[config.mk]
export PLATFORM = sky130hd
export DESIGN_NAME = rf_gate_pulse_sequencer
export DESIGN_NICKNAME = d
export VERILOG_FILES = /design/src/verilog/rf_gate_pkg.sv /design/src/verilog/rf_gate_pulse_sequencer.sv
export SDC_FILE = /design/constraint.sdc
export NUM_CORES = 1
export LEC_CHECK = 0
export BUFFER_PORTS_ARGS = -buffer_cell sky130_fd_sc_hd__buf_2
export CAP_MARGIN = 25
export CORE_MARGIN = 2
export CORE_UTILIZATION = 36
export CTS_BUF_LIST = sky130_fd_sc_hd__clkbuf_4 sky130_fd_sc_hd__clkbuf_8 sky130_fd_sc_hd__clkbuf_16
export DETAILED_ROUTE_END_ITERATION = 8
export GPL_TIMING_DRIVEN = 0
export REMOVE_ABC_BUFFERS = 1
export SLEW_MARGIN = 20
export SYNTH_ARGS = -nofsm -noshare
export SYNTH_HDL_FRONTEND = slang
export SYNTH_SLANG_ARGS = --single-unit
[constraint.sdc]
create_clock -name pclk -period 7.4 [get_ports pclk]
set_input_delay 0.74 -clock pclk [delete_from_list [all_inputs] [get_ports pclk]]
set_output_delay 0.74 -clock pclk [all_outputs]
set_load 0.005 [all_outputs]
[src/verilog/rf_gate_pkg.sv]
// Constants shared by the RF gate pulse sequencer: register map, mode codes and timing.
// Assumes a 100 MHz system clock; every cycle count is derived from that rate.
package rf_gate_pkg;
    localparam int CLK_HZ  = 100_000_000;
    localparam int CLK_MHZ = 100;

    // Register byte offsets on the APB slave.
    localparam logic [11:0] OFS_CTRL   = 12'h000;
    localparam logic [11:0] OFS_POWER  = 12'h004;
    localparam logic [11:0] OFS_STATUS = 12'h008;

    // Control register fields.
    localparam int CTRL_MODE_LSB = 0;
    localparam int CTRL_ACT_BIT  = 4;
    localparam int CTRL_SEC_BIT  = 5;

    // Status register fields; the spark flag is sticky, write one to clear.
    localparam int ST_RUN_BIT   = 0;
    localparam int ST_PULSE_BIT = 1;
    localparam int ST_FAST_BIT  = 2;
    localparam int ST_HOLD_BIT  = 3;
    localparam int ST_SPARK_BIT = 4;

    // Mode codes held in the control register.
    localparam logic [3:0] MODE_OFF   = 4'h0;
    localparam logic [3:0] MODE_LOW   = 4'h1;
    localparam logic [3:0] MODE_PURE  = 4'h2;
    localparam logic [3:0] MODE_BLEND = 4'h3;
    localparam logic [3:0] MODE_BIP   = 4'h4;
    localparam logic [3:0] MODE_LCF   = 4'h5;
    localparam logic [3:0] MODE_FULG  = 4'h6;
    localparam logic [3:0] MODE_SPRAY = 4'h7;
    localparam logic [3:0] MODE_DESIC = 4'h8;

    // Reset values.
    localparam logic [3:0] RST_MODE  = MODE_OFF;
    localparam logic [8:0] RST_POWER = 9'h000;

    // Pulse widths in ns, rounded up to whole cycles.
    localparam int CUT_W_NS = 846;
    localparam int BIP_W_NS = 423;
    localparam int FUL_W_NS = 1690;
    localparam int DES_W_NS = 2000;
    localparam int CUT_W_CYC = (CUT_W_NS * CLK_MHZ + 999) / 1000;
    localparam int BIP_W_CYC = (BIP_W_NS * CLK_MHZ + 999) / 1000;
    localparam int FUL_W_CYC = (FUL_W_NS * CLK_MHZ + 999) / 1000;
    localparam int DES_W_CYC = (DES_W_NS * CLK_MHZ + 999) / 1000;

    // Repetition frequencies in Hz and their periods in cycles.
    localparam int F_CUT_HZ   = 390_000;
    localparam int F_RET_HZ   = 394_000;
    localparam int F_BIP_HZ   = 470_000;
    localparam int F_LCF_HZ   = 57_000;
    localparam int F_FULG_HZ  = 30_000;
    localparam int F_DES_HZ   = 39_000;
    localparam int F_ENV_HZ   = 27_000;
    localparam int F_SPLO_HZ  = 21_600;
    localparam int F_SPHI_HZ  = 35_230;
    localparam int P_CUT_CYC  = CLK_HZ / F_CUT_HZ;
    localparam int P_RET_CYC  = CLK_HZ / F_RET_HZ;
    localparam int P_BIP_CYC  = CLK_HZ / F_BIP_HZ;
    localparam int P_LCF_CYC  = CLK_HZ / F_LCF_HZ;
    localparam int P_FULG_CYC = CLK_HZ / F_FULG_HZ;
    localparam int P_DES_CYC  = CLK_HZ / F_DES_HZ;
    localparam int P_ENV_CYC  = CLK_HZ / F_ENV_HZ;
    localparam int ENV_DUTY_PCT = 50;
    localparam int ENV_ON_CYC   = P_ENV_CYC * ENV_DUTY_PCT / 100;
    localparam int P_SPMIN_CYC  = CLK_HZ / F_SPHI_HZ;
    localparam int P_SPMAX_CYC  = CLK_HZ / F_SPLO_HZ;
    localparam int SPRAY_SPAN   = P_SPMAX_CYC - P_SPMIN_CYC;

    // Spark handling times in ms.
    localparam int SPARK_MS   = 3;
    localparam int HOLDOFF_MS = 200;
    localparam int RESTART_MS = 100;
    localparam int FAST_MS    = 1000;
    localparam int SPARK_CYC   = CLK_HZ / 1000 * SPARK_MS;
    localparam int HOLDOFF_CYC = CLK_HZ / 1000 * HOLDOFF_MS;
    localparam int RESTART_CYC = CLK_HZ / 1000 * RESTART_MS;
    localparam int FAST_CYC    = CLK_HZ / 1000 * FAST_MS;

    localparam int LEAK_MAX_SKIP = 4;
    localparam logic [15:0] LFSR_SEED = 16'hACE1;
endpackage

[src/verilog/rf_gate_pulse_sequencer.sv]
// RF output stage sequencer: gate pulse train, damping gate, relay selection, spark timing.
// Assumes synchronous inputs on pclk, an APB master for control, and an analog comparator
// that raises spark_detect when the peak output voltage passes its threshold.
//
// Behaviour
// - Topology relays follow the selected mode.
// - One of four voltage scale relays by power.
// - Current source relay; own current scale breakpoints.
// - Low/pure cut: 846 ns pulses at 390 kHz.
// - Blend cut: 50% envelope at 27 kHz.
// - Blend damping spans end of each burst.
// - Bipolar: 423 ns pulses at 470 kHz.
// - Low-crest fulgurate: 1.69 us at 57 kHz.
// - Fulgurate: 1.69 us pulses at 30 kHz.
// - Spray: random rate 21.6 to 35.23 kHz.
// - Spray: random gain select toggling.
// - Coag modes: damping each switching cycle.
// - Desiccate: 2 us pulses at 39 kHz.
// - Monopolar: return relay plus chosen receptacle.
// - Bipolar: return open, both bipolar relays.
// - Routing relays open without activation.
// - Spark detect makes a 3 ms pulse.
// - Pulse ignored first 0.2 s, else stops.
// - Pure cut: stop 100 ms, restart 470 kHz.
// - Back to 394 kHz after 1 s.
// - Leakage inhibit skips at most four cycles in a row.
//
// Implementation choices: register access over APB and the register addresses.
`timescale 1ns/1ps
module rf_gate_pulse_sequencer
    import rf_gate_pkg::*;
#(
    parameter int PW          = 9,
    parameter int SPARK_LEN   = SPARK_CYC,
    parameter int HOLDOFF_LEN = HOLDOFF_CYC,
    parameter int RESTART_LEN = RESTART_CYC,
    parameter int FAST_LEN    = FAST_CYC,
    parameter int SPRAY_MAX   = P_SPMAX_CYC,
    parameter int FULG_P      = P_FULG_CYC,
    parameter int DAMP_CYC    = 50,
    parameter int DAMP_LEAD   = 20,
    parameter int DAMP_TAIL   = 200,
    parameter int VBP1 = 50,
    parameter int VBP2 = 100,
    parameter int VBP3 = 200,
    parameter int IBP1 = 30,
    parameter int IBP2 = 80,
    parameter int IBP3 = 150
) (
    input  wire logic          pclk,
    input  wire logic          presetn,
    input  wire logic          psel,
    input  wire logic          penable,
    input  wire logic          pwrite,
    input  wire logic [11:0]   paddr,
    input  wire logic [31:0]   pwdata,
    output logic      [31:0]   prdata,
    output logic               pready,
    output logic               pslverr,
    input  wire logic          spark_detect,
    input  wire logic          leakage_inhibit,
    output logic               gate_drive,
    output logic               damping_switch,
    output logic               amplitude_gain_select,
    output logic               spark_inhibit_pulse,
    output logic               topology_relay_a,
    output logic               topology_relay_b,
    output logic               return_electrode_relay,
    output logic               monopolar_one_relay,
    output logic               monopolar_two_relay,
    output logic               bipolar_route_relay_a,
    output logic               bipolar_route_relay_b,
    output logic      [3:0]    voltage_scale_relays,
    output logic               current_source_relay,
    output logic      [3:0]    current_scale_relays
);
    typedef enum {SP_RUN, SP_STOP, SP_WAIT} spark_state_t;

    logic [3:0]    ctrl_mode;
    logic          ctrl_act;
    logic          ctrl_second;
    logic [PW-1:0] power;
    logic          spark_flag;
    logic          act;
    logic          running;
    logic [12:0]   cnt;
    logic [12:0]   cur_period;
    logic [12:0]   cur_width;
    logic [12:0]   sel_period;
    logic [12:0]   sel_width;
    logic [12:0]   env_cnt;
    logic [12:0]   rnd;
    logic          skip;
    logic [2:0]    skip_run;
    logic [15:0]   lfsr;
    logic [18:0]   sp_cnt;
    logic [26:0]   act_cnt;
    logic [26:0]   tmr;
    logic          fast;
    logic          ret;
    logic          holdoff_done;
    logic          cyc_end;
    logic          env_on;
    logic          spark_stop;
    logic          wr;
    logic          rd;
    spark_state_t  sp_state;

    function automatic logic mode_valid(input logic [3:0] m);
        return (m >= MODE_LOW) && (m <= MODE_DESIC);
    endfunction

    function automatic logic is_coag(input logic [3:0] m);
        return (m >= MODE_LCF) && (m <= MODE_DESIC);
    endfunction

    function automatic logic is_leak(input logic [3:0] m);
        return (m == MODE_LCF) || (m == MODE_FULG) || (m == MODE_SPRAY);
    endfunction

    function automatic logic [3:0] scale_sel(input logic [PW-1:0] p,
                                             input int b1, input int b2, input int b3);
        if (int'(p) < b1) begin
            return 4'h1;
        end else if (int'(p) < b2) begin
            return 4'h2;
        end else if (int'(p) < b3) begin
            return 4'h4;
        end
        return 4'h8;
    endfunction

    assign act          = ctrl_act && mode_valid(ctrl_mode);
    assign running      = act && (sp_state == SP_RUN);
    assign cyc_end      = (cnt == cur_period - 13'h0001);
    assign holdoff_done = (act_cnt == 27'(HOLDOFF_LEN));
    assign env_on       = (ctrl_mode != MODE_BLEND) || (env_cnt < 13'(ENV_ON_CYC));
    assign spark_stop   = spark_inhibit_pulse && holdoff_done;
    assign wr           = psel && penable && pready && pwrite;
    assign rd           = psel && !penable;

    // Fold the random word into the spray band so every period stays inside it.
    assign rnd = (lfsr[10:0] > 11'(SPRAY_SPAN)) ? 13'(lfsr[10:0] - 11'(SPRAY_SPAN))
                                                : 13'(lfsr[10:0]);

    always_comb begin
        sel_period = 13'(P_CUT_CYC);
        sel_width  = 13'(CUT_W_CYC);
        case (ctrl_mode)
            MODE_LOW: begin
                sel_period = 13'(P_CUT_CYC);
            end
            MODE_PURE: begin
                if (fast) begin
                    sel_period = 13'(P_BIP_CYC);
                end else if (ret) begin
                    sel_period = 13'(P_RET_CYC);
                end else begin
                    sel_period = 13'(P_CUT_CYC);
                end
            end
            MODE_BLEND: begin
                sel_period = 13'(P_CUT_CYC);
            end
            MODE_BIP: begin
                sel_period = 13'(P_BIP_CYC);
                sel_width  = 13'(BIP_W_CYC);
            end
            MODE_LCF: begin
                sel_period = 13'(P_LCF_CYC);
                sel_width  = 13'(FUL_W_CYC);
            end
            MODE_FULG: begin
                sel_period = 13'(FULG_P);
                sel_width  = 13'(FUL_W_CYC);
            end
            MODE_SPRAY: begin
                sel_period = 13'(P_SPMIN_CYC) + rnd;
                sel_width  = 13'(FUL_W_CYC);
            end
            MODE_DESIC: begin
                sel_period = 13'(P_DES_CYC);
                sel_width  = 13'(DES_W_CYC);
            end
            default: begin
                sel_period = 13'(P_CUT_CYC);
                sel_width  = 13'(CUT_W_CYC);
            end
        endcase
    end

    // APB slave with one wait-free access phase; pready rises for the access cycle.
    always_ff @(posedge pclk or negedge presetn) begin
        if (!presetn) begin
            pready  <= 1'b0;
            pslverr <= 1'b0;
            prdata  <= 32'h0000_0000;
        end else begin
            pready  <= rd;
            pslverr <= rd && (paddr != OFS_CTRL) && (paddr != OFS_POWER)
                          && (paddr != OFS_STATUS);
            if (rd && !pwrite) begin
                case (paddr)
                    OFS_CTRL: begin
                        prdata <= {26'h0, ctrl_second, ctrl_act, ctrl_mode};
                    end
                    OFS_POWER: begin
                        prdata <= 32'(power);
                    end
                    OFS_STATUS: begin
                        prdata <= {27'h0, spark_flag, !holdoff_done && act, fast,
                                   spark_inhibit_pulse, running};
                    end
                    default: begin
                        prdata <= 32'h0000_0000;
                    end
                endcase
            end
        end
    end

    always_ff @(posedge pclk or negedge presetn) begin
        if (!presetn) begin
            ctrl_mode   <= RST_MODE;
            ctrl_act    <= 1'b0;
            ctrl_second <= 1'b0;
            power       <= PW'(RST_POWER);
        end else if (wr && !pslverr) begin
            if (paddr == OFS_CTRL) begin
                ctrl_mode   <= pwdata[CTRL_MODE_LSB +: 4];
                ctrl_act    <= pwdata[CTRL_ACT_BIT];
                ctrl_second <= pwdata[CTRL_SEC_BIT];
            end else if (paddr == OFS_POWER) begin
                power <= pwdata[PW-1:0];
            end
        end
    end

    // Sticky spark flag: a new spark in the clearing cycle wins over the clear.
    always_ff @(posedge pclk or negedge presetn) begin
        if (!presetn) begin
            spark_flag <= 1'b0;
        end else if (sp_state == SP_RUN && act && spark_stop) begin
            spark_flag <= 1'b1;
        end else if (wr && paddr == OFS_STATUS && pwdata[ST_SPARK_BIT]) begin
            spark_flag <= 1'b0;
        end
    end

    // Non-retriggerable one-shot; a spike during a running pulse does not stretch it.
    always_ff @(posedge pclk or negedge presetn) begin
        if (!presetn) begin
            sp_cnt              <= '0;
            spark_inhibit_pulse <= 1'b0;
        end else if (!spark_inhibit_pulse && spark_detect) begin
            sp_cnt              <= 19'(SPARK_LEN - 1);
            spark_inhibit_pulse <= 1'b1;
        end else if (spark_inhibit_pulse) begin
            sp_cnt <= sp_cnt - 19'h00001;
            if (sp_cnt == '0) begin
                spark_inhibit_pulse <= 1'b0;
            end
        end
    end

    // Activation age; saturates once the spark blanking window is over.
    always_ff @(posedge pclk or negedge presetn) begin
        if (!presetn) begin
            act_cnt <= '0;
        end else begin
            if (!act) begin
                act_cnt <= '0;
            end else if (!holdoff_done) begin
                act_cnt <= act_cnt + 27'h0000001;
            end
        end
    end

    always_ff @(posedge pclk or negedge presetn) begin
        if (!presetn) begin
            sp_state <= SP_RUN;
            tmr      <= '0;
            fast     <= 1'b0;
            ret      <= 1'b0;
        end else if (!act) begin
            sp_state <= SP_RUN;
            tmr      <= '0;
            fast     <= 1'b0;
            ret      <= 1'b0;
        end else begin
            if (tmr != '0) begin
                tmr <= tmr - 27'h0000001;
            end
            case (sp_state)
                SP_RUN: begin
                    if (spark_stop) begin
                        fast <= 1'b0;
                        if (ctrl_mode == MODE_PURE) begin
                            sp_state <= SP_WAIT;
                            tmr      <= 27'(RESTART_LEN - 1);
                        end else begin
                            sp_state <= SP_STOP;
                        end
                    end else if (fast && tmr == '0) begin
                        fast <= 1'b0;
                        ret  <= 1'b1;
                    end
                end
                SP_STOP: begin
                    if (!spark_inhibit_pulse) begin
                        sp_state <= SP_RUN;
                    end
                end
                SP_WAIT: begin
                    if (tmr == '0) begin
                        sp_state <= SP_RUN;
                        fast     <= 1'b1;
                        tmr      <= 27'(FAST_LEN - 1);
                    end
                end
                default: begin
                    sp_state <= SP_RUN;
                end
            endcase
        end
    end

    always_ff @(posedge pclk or negedge presetn) begin
        if (!presetn) begin
            lfsr <= LFSR_SEED;
        end else begin
            lfsr <= {lfsr[14:0], lfsr[15] ^ lfsr[13] ^ lfsr[12] ^ lfsr[10]};
        end
    end

    // Switching cycle counter; period and width are latched at each cycle start.
    always_ff @(posedge pclk or negedge presetn) begin
        if (!presetn) begin
            cnt        <= '0;
            cur_period <= 13'(P_CUT_CYC);
            cur_width  <= 13'(CUT_W_CYC);
        end else if (!running || cyc_end) begin
            cnt        <= '0;
            cur_period <= sel_period;
            cur_width  <= sel_width;
        end else begin
            cnt <= cnt + 13'h0001;
        end
    end

    always_ff @(posedge pclk or negedge presetn) begin
        if (!presetn) begin
            env_cnt <= '0;
        end else if (!running || ctrl_mode != MODE_BLEND
                     || env_cnt == 13'(P_ENV_CYC - 1)) begin
            env_cnt <= '0;
        end else begin
            env_cnt <= env_cnt + 13'h0001;
        end
    end

    // Leakage skips are decided per switching cycle and capped so power never stalls.
    always_ff @(posedge pclk or negedge presetn) begin
        if (!presetn) begin
            skip     <= 1'b0;
            skip_run <= '0;
        end else if (!running) begin
            skip     <= 1'b0;
            skip_run <= '0;
        end else if (cyc_end) begin
            if (leakage_inhibit && is_leak(ctrl_mode)
                && skip_run < 3'(LEAK_MAX_SKIP)) begin
                skip     <= 1'b1;
                skip_run <= skip_run + 3'h1;
            end else begin
                skip     <= 1'b0;
                skip_run <= '0;
            end
        end
    end

    always_ff @(posedge pclk or negedge presetn) begin
        if (!presetn) begin
            gate_drive <= 1'b0;
        end else begin
            gate_drive <= running && !skip && env_on && (cnt < cur_width);
        end
    end

    always_ff @(posedge pclk or negedge presetn) begin
        if (!presetn) begin
            damping_switch <= 1'b0;
        end else if (!running) begin
            damping_switch <= 1'b0;
        end else if (ctrl_mode == MODE_BLEND) begin
            damping_switch <= (env_cnt >= 13'(ENV_ON_CYC - DAMP_LEAD))
                           && (env_cnt < 13'(ENV_ON_CYC + DAMP_TAIL));
        end else if (is_coag(ctrl_mode)) begin
            damping_switch <= (cnt >= cur_width)
                           && (cnt < cur_width + 13'(DAMP_CYC));
        end else begin
            damping_switch <= 1'b0;
        end
    end

    always_ff @(posedge pclk or negedge presetn) begin
        if (!presetn) begin
            amplitude_gain_select <= 1'b0;
        end else if (!running || ctrl_mode != MODE_SPRAY) begin
            amplitude_gain_select <= 1'b0;
        end else if (cyc_end) begin
            amplitude_gain_select <= lfsr[15];
        end
    end

    // Relays follow mode and power every cycle while activated, so they can switch mid-activation; all open once activation drops.
    always_ff @(posedge pclk or negedge presetn) begin
        if (!presetn) begin
            topology_relay_a       <= 1'b0;
            topology_relay_b       <= 1'b0;
            return_electrode_relay <= 1'b0;
            monopolar_one_relay    <= 1'b0;
            monopolar_two_relay    <= 1'b0;
            bipolar_route_relay_a  <= 1'b0;
            bipolar_route_relay_b  <= 1'b0;
            voltage_scale_relays   <= 4'h0;
            current_source_relay   <= 1'b0;
            current_scale_relays   <= 4'h0;
        end else if (!act) begin
            topology_relay_a       <= 1'b0;
            topology_relay_b       <= 1'b0;
            return_electrode_relay <= 1'b0;
            monopolar_one_relay    <= 1'b0;
            monopolar_two_relay    <= 1'b0;
            bipolar_route_relay_a  <= 1'b0;
            bipolar_route_relay_b  <= 1'b0;
            voltage_scale_relays   <= 4'h0;
            current_source_relay   <= 1'b0;
            current_scale_relays   <= 4'h0;
        end else begin
            topology_relay_a       <= !is_coag(ctrl_mode);
            topology_relay_b       <= !is_leak(ctrl_mode);
            return_electrode_relay <= (ctrl_mode != MODE_BIP);
            monopolar_one_relay    <= (ctrl_mode != MODE_BIP) && !ctrl_second;
            monopolar_two_relay    <= (ctrl_mode != MODE_BIP) && ctrl_second;
            bipolar_route_relay_a  <= (ctrl_mode == MODE_BIP);
            bipolar_route_relay_b  <= (ctrl_mode == MODE_BIP);
            voltage_scale_relays   <= scale_sel(power, VBP1, VBP2, VBP3);
            current_source_relay   <= (ctrl_mode == MODE_BIP);
            current_scale_relays   <= scale_sel(power, IBP1, IBP2, IBP3);
        end
    end
endmodule

Yosys cells after proc, flatten, opt, wreduce, memory -nomap -nowiden
Cells that the tools add are included.
{"block": "word_totals", "regBits": 247, "latchBits": 0, "ram_bits": 0, "rom_bits": 0, "wordCells": 228, "n_memories": 0}
{"block": "classes", "addsub": 10, "multipliers": 0, "div": 0, "magnitude_cmp": 17, "eq_ne": 29, "shift": 0, "n_mux": 73, "bitwise": 4, "n_reduce_logical": 62}
{"op": "two-way mux 27 bit", "n": 7}
{"op": "two-way mux 32 bit", "n": 4}
{"op": "one-hot mux 32 bit (3 select lines)", "n": 1}
{"op": "one-hot mux 13 bit (6 select lines)", "n": 1}
{"op": "logical NOT 32 bit", "n": 2}
{"op": "one-hot mux 27 bit (2 select lines)", "n": 1}
{"op": "two-way mux 4 bit", "n": 10}
{"op": "two-way mux 13 bit", "n": 3}
{"op": "two-way mux 19 bit", "n": 2}
{"op": "two-way mux 1 bit", "n": 35}
{"op": "== test 32 x 1 -> 1 bit, second input constant", "n": 1}
{"op": "== test 32 x 2 -> 1 bit, second input constant", "n": 1}
{"op": "logical AND 1 bit", "n": 29}
{"op": "adder 27 x 1 -> 27 bit, second input constant", "n": 1}
{"op": "== test 27 x 25 -> 1 bit, second input constant", "n": 1}
{"op": "logical NOT 27 bit", "n": 1}
{"op": "one-hot mux 9 bit (3 select lines)", "n": 1}
{"op": "nonzero test 27 bit", "n": 1}
{"op": "subtractor 27 x 1 -> 27 bit, second input constant", "n": 1}
{"op": "adder 13 x 1 -> 13 bit, second input constant", "n": 2}
{"op": "less-than comparator 13 bit", "n": 2}
{"op": "one-hot mux 8 bit (3 select lines)", "n": 1}
{"op": "logical NOT 19 bit", "n": 1}
{"op": "subtractor 19 x 1 -> 19 bit, second input constant", "n": 1}
{"op": "other kinds (48)", "n": 85}

Depth between registers and ports, before layout
{"block": "depth", "depth_word": 8, "depth_mapped": 11, "mapped_depth_nobuf": 10}

Worst setup path before layout
Ideal clock, no wire load.
{"block": "synth_path", "path_type": "register to register", "start": "reg lfsr[0]", "end": "reg cur_period[9]", "setup_ns": 0.065, "arrival_time_ns": 2.600, "slack_ns": 4.735, "path_stages_with_launch": 11, "path_buffers": 1, "cell_sequence": "dfstp_2 -> ha_1 -> clkbuf_1 -> nand2_1 -> xor2_1 -> ha_1 -> or3b_2 -> a41o_1 -> nor2_1 -> mux2i_1 -> o22a_1"}
{"block": "synth_via", "elab_chain_cells": 4, "elab_cells_between_ends": 5, "classes_between": "2 x add/sub; 1 x order compare; 2 x mux"}
{"element": "start, declared", "line_no": "rf_gate_pulse_sequencer.sv:95", "text": "logic [15:0] lfsr;"}
{"element": "start signal, assigned", "line_no": "rf_gate_pulse_sequencer.sv:332", "text": "lfsr <= {lfsr[14:0], lfsr[15] ^ lfsr[13] ^ lfsr[12] ^ lfsr[10]};"}
{"element": "subtractor 11 x 11 -> 12 bit or greater-than comparator 11 bit (tied branches)", "line_no": "rf_gate_pulse_sequencer.sv:143", "text": "assign rnd = (lfsr[10:0] > 11'(SPRAY_SPAN)) ? 13'(lfsr[10:0] - 11'(SPRAY_SPAN))"}
{"element": "two-way mux 13 bit (*)", "line_no": "rf_gate_pulse_sequencer.sv:143"}
{"element": "adder 12 x 13 -> 13 bit (*)", "line_no": "rf_gate_pulse_sequencer.sv:178", "text": "sel_period = 13'(P_SPMIN_CYC) + rnd;"}
{"element": "one-hot mux 13 bit (6 select lines) (*)", "line_no": "rf_gate_pulse_sequencer.sv:149", "text": "case (ctrl_mode)"}
{"element": "end signal, assigned", "line_no": "rf_gate_pulse_sequencer.sv:340", "text": "cur_period <= 13'(P_CUT_CYC);"}
{"element": "end signal, assigned", "line_no": "rf_gate_pulse_sequencer.sv:344", "text": "cur_period <= sel_period;"}
{"element": "end, declared", "line_no": "rf_gate_pulse_sequencer.sv:87", "text": "logic [12:0] cur_period;"}
Every way passes the cells marked *; elsewhere a longest branch is shown, timed or not.
A chain may end at the register's enable or synchronous reset.

Worst setup path in the final report
{"block": "layout_path", "start": "reg ctrl_mode[1]", "end": "reg env_cnt[9]"}
{"block": "layout_via", "elab_chain_cells": 8, "elab_cells_between_ends": 10, "classes_between": "2 x order compare; 1 x eq/ne; 1 x mux; 6 x reduce/logical"}
{"element": "start, declared", "line_no": "rf_gate_pulse_sequencer.sv:79", "text": "logic [3:0] ctrl_mode;"}
{"element": "start signal, assigned", "line_no": "rf_gate_pulse_sequencer.sv:230", "text": "ctrl_mode <= pwdata[CTRL_MODE_LSB +: 4];"}
{"element": "greater-or-equal comparator 4 x 1 -> 1 bit or <= comparator 4 bit (tied branches)", "line_no": "rf_gate_pulse_sequencer.sv:110", "text": "return (m >= MODE_LOW) && (m <= MODE_DESIC);"}
{"element": "logical AND 1 bit", "line_no": "rf_gate_pulse_sequencer.sv:110"}
{"element": "logical AND 1 bit", "line_no": "rf_gate_pulse_sequencer.sv:133", "text": "assign act = ctrl_act && mode_valid(ctrl_mode);"}
{"element": "logical AND 1 bit", "line_no": "rf_gate_pulse_sequencer.sv:134", "text": "assign running = act && (sp_state == SP_RUN);"}
{"element": "logical NOT 1 bit", "line_no": "rf_gate_pulse_sequencer.sv:354", "text": "end else if (!running || ctrl_mode != MODE_BLEND"}
{"element": "logical OR 1 bit (*)", "line_no": "rf_gate_pulse_sequencer.sv:354"}
{"element": "logical OR 1 bit (*)", "line_no": "rf_gate_pulse_sequencer.sv:355", "text": "|| env_cnt == 13'(P_ENV_CYC - 1)) begin"}
{"element": "two-way mux 13 bit (*)", "line_no": "rf_gate_pulse_sequencer.sv:354"}
{"element": "end signal, assigned", "line_no": "rf_gate_pulse_sequencer.sv:358", "text": "env_cnt <= env_cnt + 13'h0001;"}
{"element": "end, declared", "line_no": "rf_gate_pulse_sequencer.sv:91", "text": "logic [12:0] env_cnt;"}
Marked as above.

==> metrics.md <==
| Metric | Value |
|---|---|
| Status | completed |
| Fin crit share | between 40% and 50% |
| FFs w/ async S/R, synth | between 90% and 100% |
| HP Class | primary input to async pin |
| Yosys reg bits | roughly 190 |
| Synthesized area | around 10000 um^2 |
| Max-cap violations | 0 |
| Switching Share | 23.1% |
| GRT Resource Usage Total | 15.9% |
| Core footprint | about 29000 um^2 |
| CTS tree | yes |
| Yosys top cell by area | dfrtp_1 |
| Antenna violations before repair | 1 |
| Worst Reg-to-Reg Cells | 10 |
| # rows | between 60 and 70 |
| P per Cell Area | 177 nW/um^2 |
| Vias | about 7.8k |
| CTS Sinks | approximately 190 |
| Vias in the first global route | roughly 7.4k |
| DR WL/cell | 15.2 um |
| CP required | just under 8 ns |
| Final min period | roughly 3.5 ns |
| Leakage power | approximately 5.0 nW |
| Synth-to-layout area growth | 11.5% |
| DRC viols | 0 |
| Main synth FF type | dfrtp_1 |
| Total power | 0.00205 W |
| Worst Setup Path Type | register to register |
| Post-CTS Setup Repair Bufs | 0 |
| Crit. End Element | register |
| Max VDD drop | 0.133 mV |
| Worst relative slew slack | between 40 and 50% |
| Sequential share of the synthesized area | a little under half |
| P_int | roughly 0.0016 W |
| Clock tree root driver cell | clkbuf_16 |
| Final Max Tran Viols | 0 |
| Type of origin of the critical path | register |
| Largest net degree at the start of global routing | 84 |
| Switch Pwr | approximately 0.00047 W |
| Seq pwr share | between 50% and 60% |
| Vias per Instance | 5.11 |
| RSZ-0062 raised after global routing | false |
| Drt pass-1 iters | 5 |
| Post-synth EDFFs | 0 |
| Remaining Overflow, GRT | 0 |
| Syn avg cell area | 9.56 um^2 |
| Clk slew on worst S/H paths | ~0.070 ns |
| Slew at the pin with the worst max-slew slack | 0.786 ns |
| Top cells by area, synth | dfrtp_1, nor2_1, xor2_1, xnor2_1, ha_1 |
| Die extent in y | between 150 and 200 um |
| Fmax | 289 MHz |
| Clock latency at the later pin of the worst-skew pair | 0.44 ns |
| H-tree depth | 4 |
| Fin nets | roughly 1.2k |
| Num CTS Buffers | 17 |
| Warnings, synthesis | 0 |
| Hold-fix buffers, CTS | 0 |
| Detail Route Antenna Nets | 0 |
| Clock network power share | 43.4% |
| Gate Count Post-Synth | roughly 1.1k |
| Layout cells sized above 1 | 14.0% |
| Routability congestion estimate | 0.861 |
| Fin area | between 10000 and 15000 um^2 |
| Clock Skew | 0.0103 ns |
| Setup_tns | 0 ns |
| Crit path max fanout | 26 |
| Global-route wire length before repair | 39000 um |
| Final Hold Vio Count | 0 |
| Comb power frac | about 4.1% |
| Distinct cells, synth | between 80 and 90 |
| Initial core utilization | 36.4% |
| Port bufs | 58 |
| Placed cell area | approximately 11000 um^2 |
| Share of the synthesized area in the top cell type | between 40% and 50% |
| Boundary pin count | 105 |
| Routed wire length | 23100 um |
| Final number of setup-violating endpoints | 0 |
| Die area | around 30000 um^2 |
| Crit path DAT | about 3.8 ns |
| Violation count after the first detailed-route iteration | a little over 500 |
| Clk buf depth | 2 |
| Post_cts resized | 0 |
| Die Wd | 174 um |
| Detailed Place HPWL | between 15000 and 20000 um |
## layout make-up
cell class                 instances  area (um^2)
clock buffer                      22          469
antenna                            1         2.50
timing repair buffer              64          445
fill                            2833        17000
multi-input combinational        826         5260
clock inverter                    10         96.3
sequential                       188         4720
tap                              384          480
inverter                          29          109
## per-layer routing
layer / vias to the layer above / global-route usage, % / wire length, um
li1: 3865 / - / -
met1: 3760 / 22.7 / 11500
met2: 131 / 24.1 / 10300
met3: 29 / 3.03 / 798
met4: 0 / 5.46 / 485
met5: - / 0 / 0
## cell usage in the layout (no fill, tap or decap), types with 5 or more instances in the layout
cell and n:
nand4_1 14, a21oi_1 70, and2_1 8, dfstp_2 12, a21o_1 5, or4_1 9
or2_2 5, buf_16 5, nand3b_1 8, xor2_1 55, mux2_2 17, nand2b_1 10
a31oi_1 11, nor4_1 13, mux2i_1 11, buf_2 57, o211ai_1 9, inv_1 28
dfrtp_1 176, nor2_1 132, o311ai_0 6, a211oi_1 9, conb_1 23, o21ai_0 30
xnor2_1 46, nand2_1 97, clkbuf_16 17, nand3_1 44, ha_1 31, nor3_1 34
and3_1 16, nor2b_1 11, o31ai_1 5, or3_1 12
## power groups by stage
stage | clock network [W] | registers, W | logic, W
after floorplan | 0 | 0.00109 | 0.0000434
after global placement | 0 | 0.00109 | 0.0000800
after detailed placement | 0 | 0.00109 | 0.0000865
after CTS | 0.000911 | 0.00107 | 0.0000868
after global routing | 0.000960 | 0.00108 | 0.0000995
final | 0.000887 | 0.00107 | 0.0000845
## Yosys cell counts (all sizes together), types with 3 or more instances
master and n:
a21o 5, mux2 17, nor3b 6, o311ai 6
nand2b 11, nor4b 4, buf 45, or4 11
and3 18, nor2b 11, nand4 14, or3b 4
o22a 3, or2 5, xnor2 46, a22oi 3
o21bai 3, o21ai 31, xor2 55, nand3b 8
o21a 3, o31ai 6, o22ai 4, nand3 45
dfstp 12, inv 28, dfrtp 176, a2bb2oi 5
nor4 17, a31oi 11, and2 9, mux2i 11
ha 31, or3 13, a211oi 9, a21oi 71
nand2 99, o41ai 4, o211ai 9, clkbuf 20
nor3 38, nor2 133
## cell families (layout without fill, tap and decap cells)
kind of cell	after synthesis	in the layout	share of synthesized area, %
and+or+nand+nor	454	454	22.7
buffers and inverters	94	125	4.82
xor gates and xnor gates	101	101	8.52
muxes	28	28	2.90
adders and majority gates	31	31	3.74
AOI/OAI and AO/OA	189	189	11.8
DFF	188	188	45.5
other	1	24	0.0361
## stage by stage
| step | cells | hold slack (ns) | util, % | setup WS, ns |
|---|---|---|---|---|
| finish | 1524 | 0.140 | 40.6 | 3.94 |
| global placement | 1485 | 0.335 | 38.0 | 2.38 |
| global route | 1524 | 0.138 | 40.6 | 3.69 |
| detailed placement | 1490 | 0.338 | 38.5 | 3.76 |
| CTS | 1522 | 0.132 | 40.5 | 3.73 |
| floorplan | 1043 | 0.333 | - | 3.96 |
## state kept, by name, indices dropped and copies added (netlist names), 7 cells and up
| name | flops |
|---|---|
| cnt | 13 |
| prdata | 9 |
| cur_period | 13 |
| lfsr | 16 |
| tmr | 27 |
| act_cnt | 27 |
| sp_cnt | 19 |
| cur_width | 7 |
| env_cnt | 13 |
| power | 9 |
## critical path: stages, from the launching register on
cell and delay [ns]:
dfrtp_1 0.61, nor3_2 0.36, and2_1 0.38, o21ai_4 0.13, buf_16 0.19, buf_16 0.17
or3_1 0.55, nor4_2 0.45, o31ai_2 0.22, buf_4 0.21, nor2_1 0.11
## worst paths after layout
path	start	to	slack, ns
min in group pclk	lfsr[14]	lfsr[15]	0.35
max in group asynchronous	presetn	tmr[7]	6.15
hold reg to reg	lfsr[14]	lfsr[15]	0.35
setup / recovery	ctrl_mode[1]	env_cnt[9]	3.94
setup reg to reg	ctrl_mode[1]	env_cnt[9]	3.94
hold / removal	presetn	cnt[11]	0.14
No activity file was read; power rests on OpenSTA's default activity.
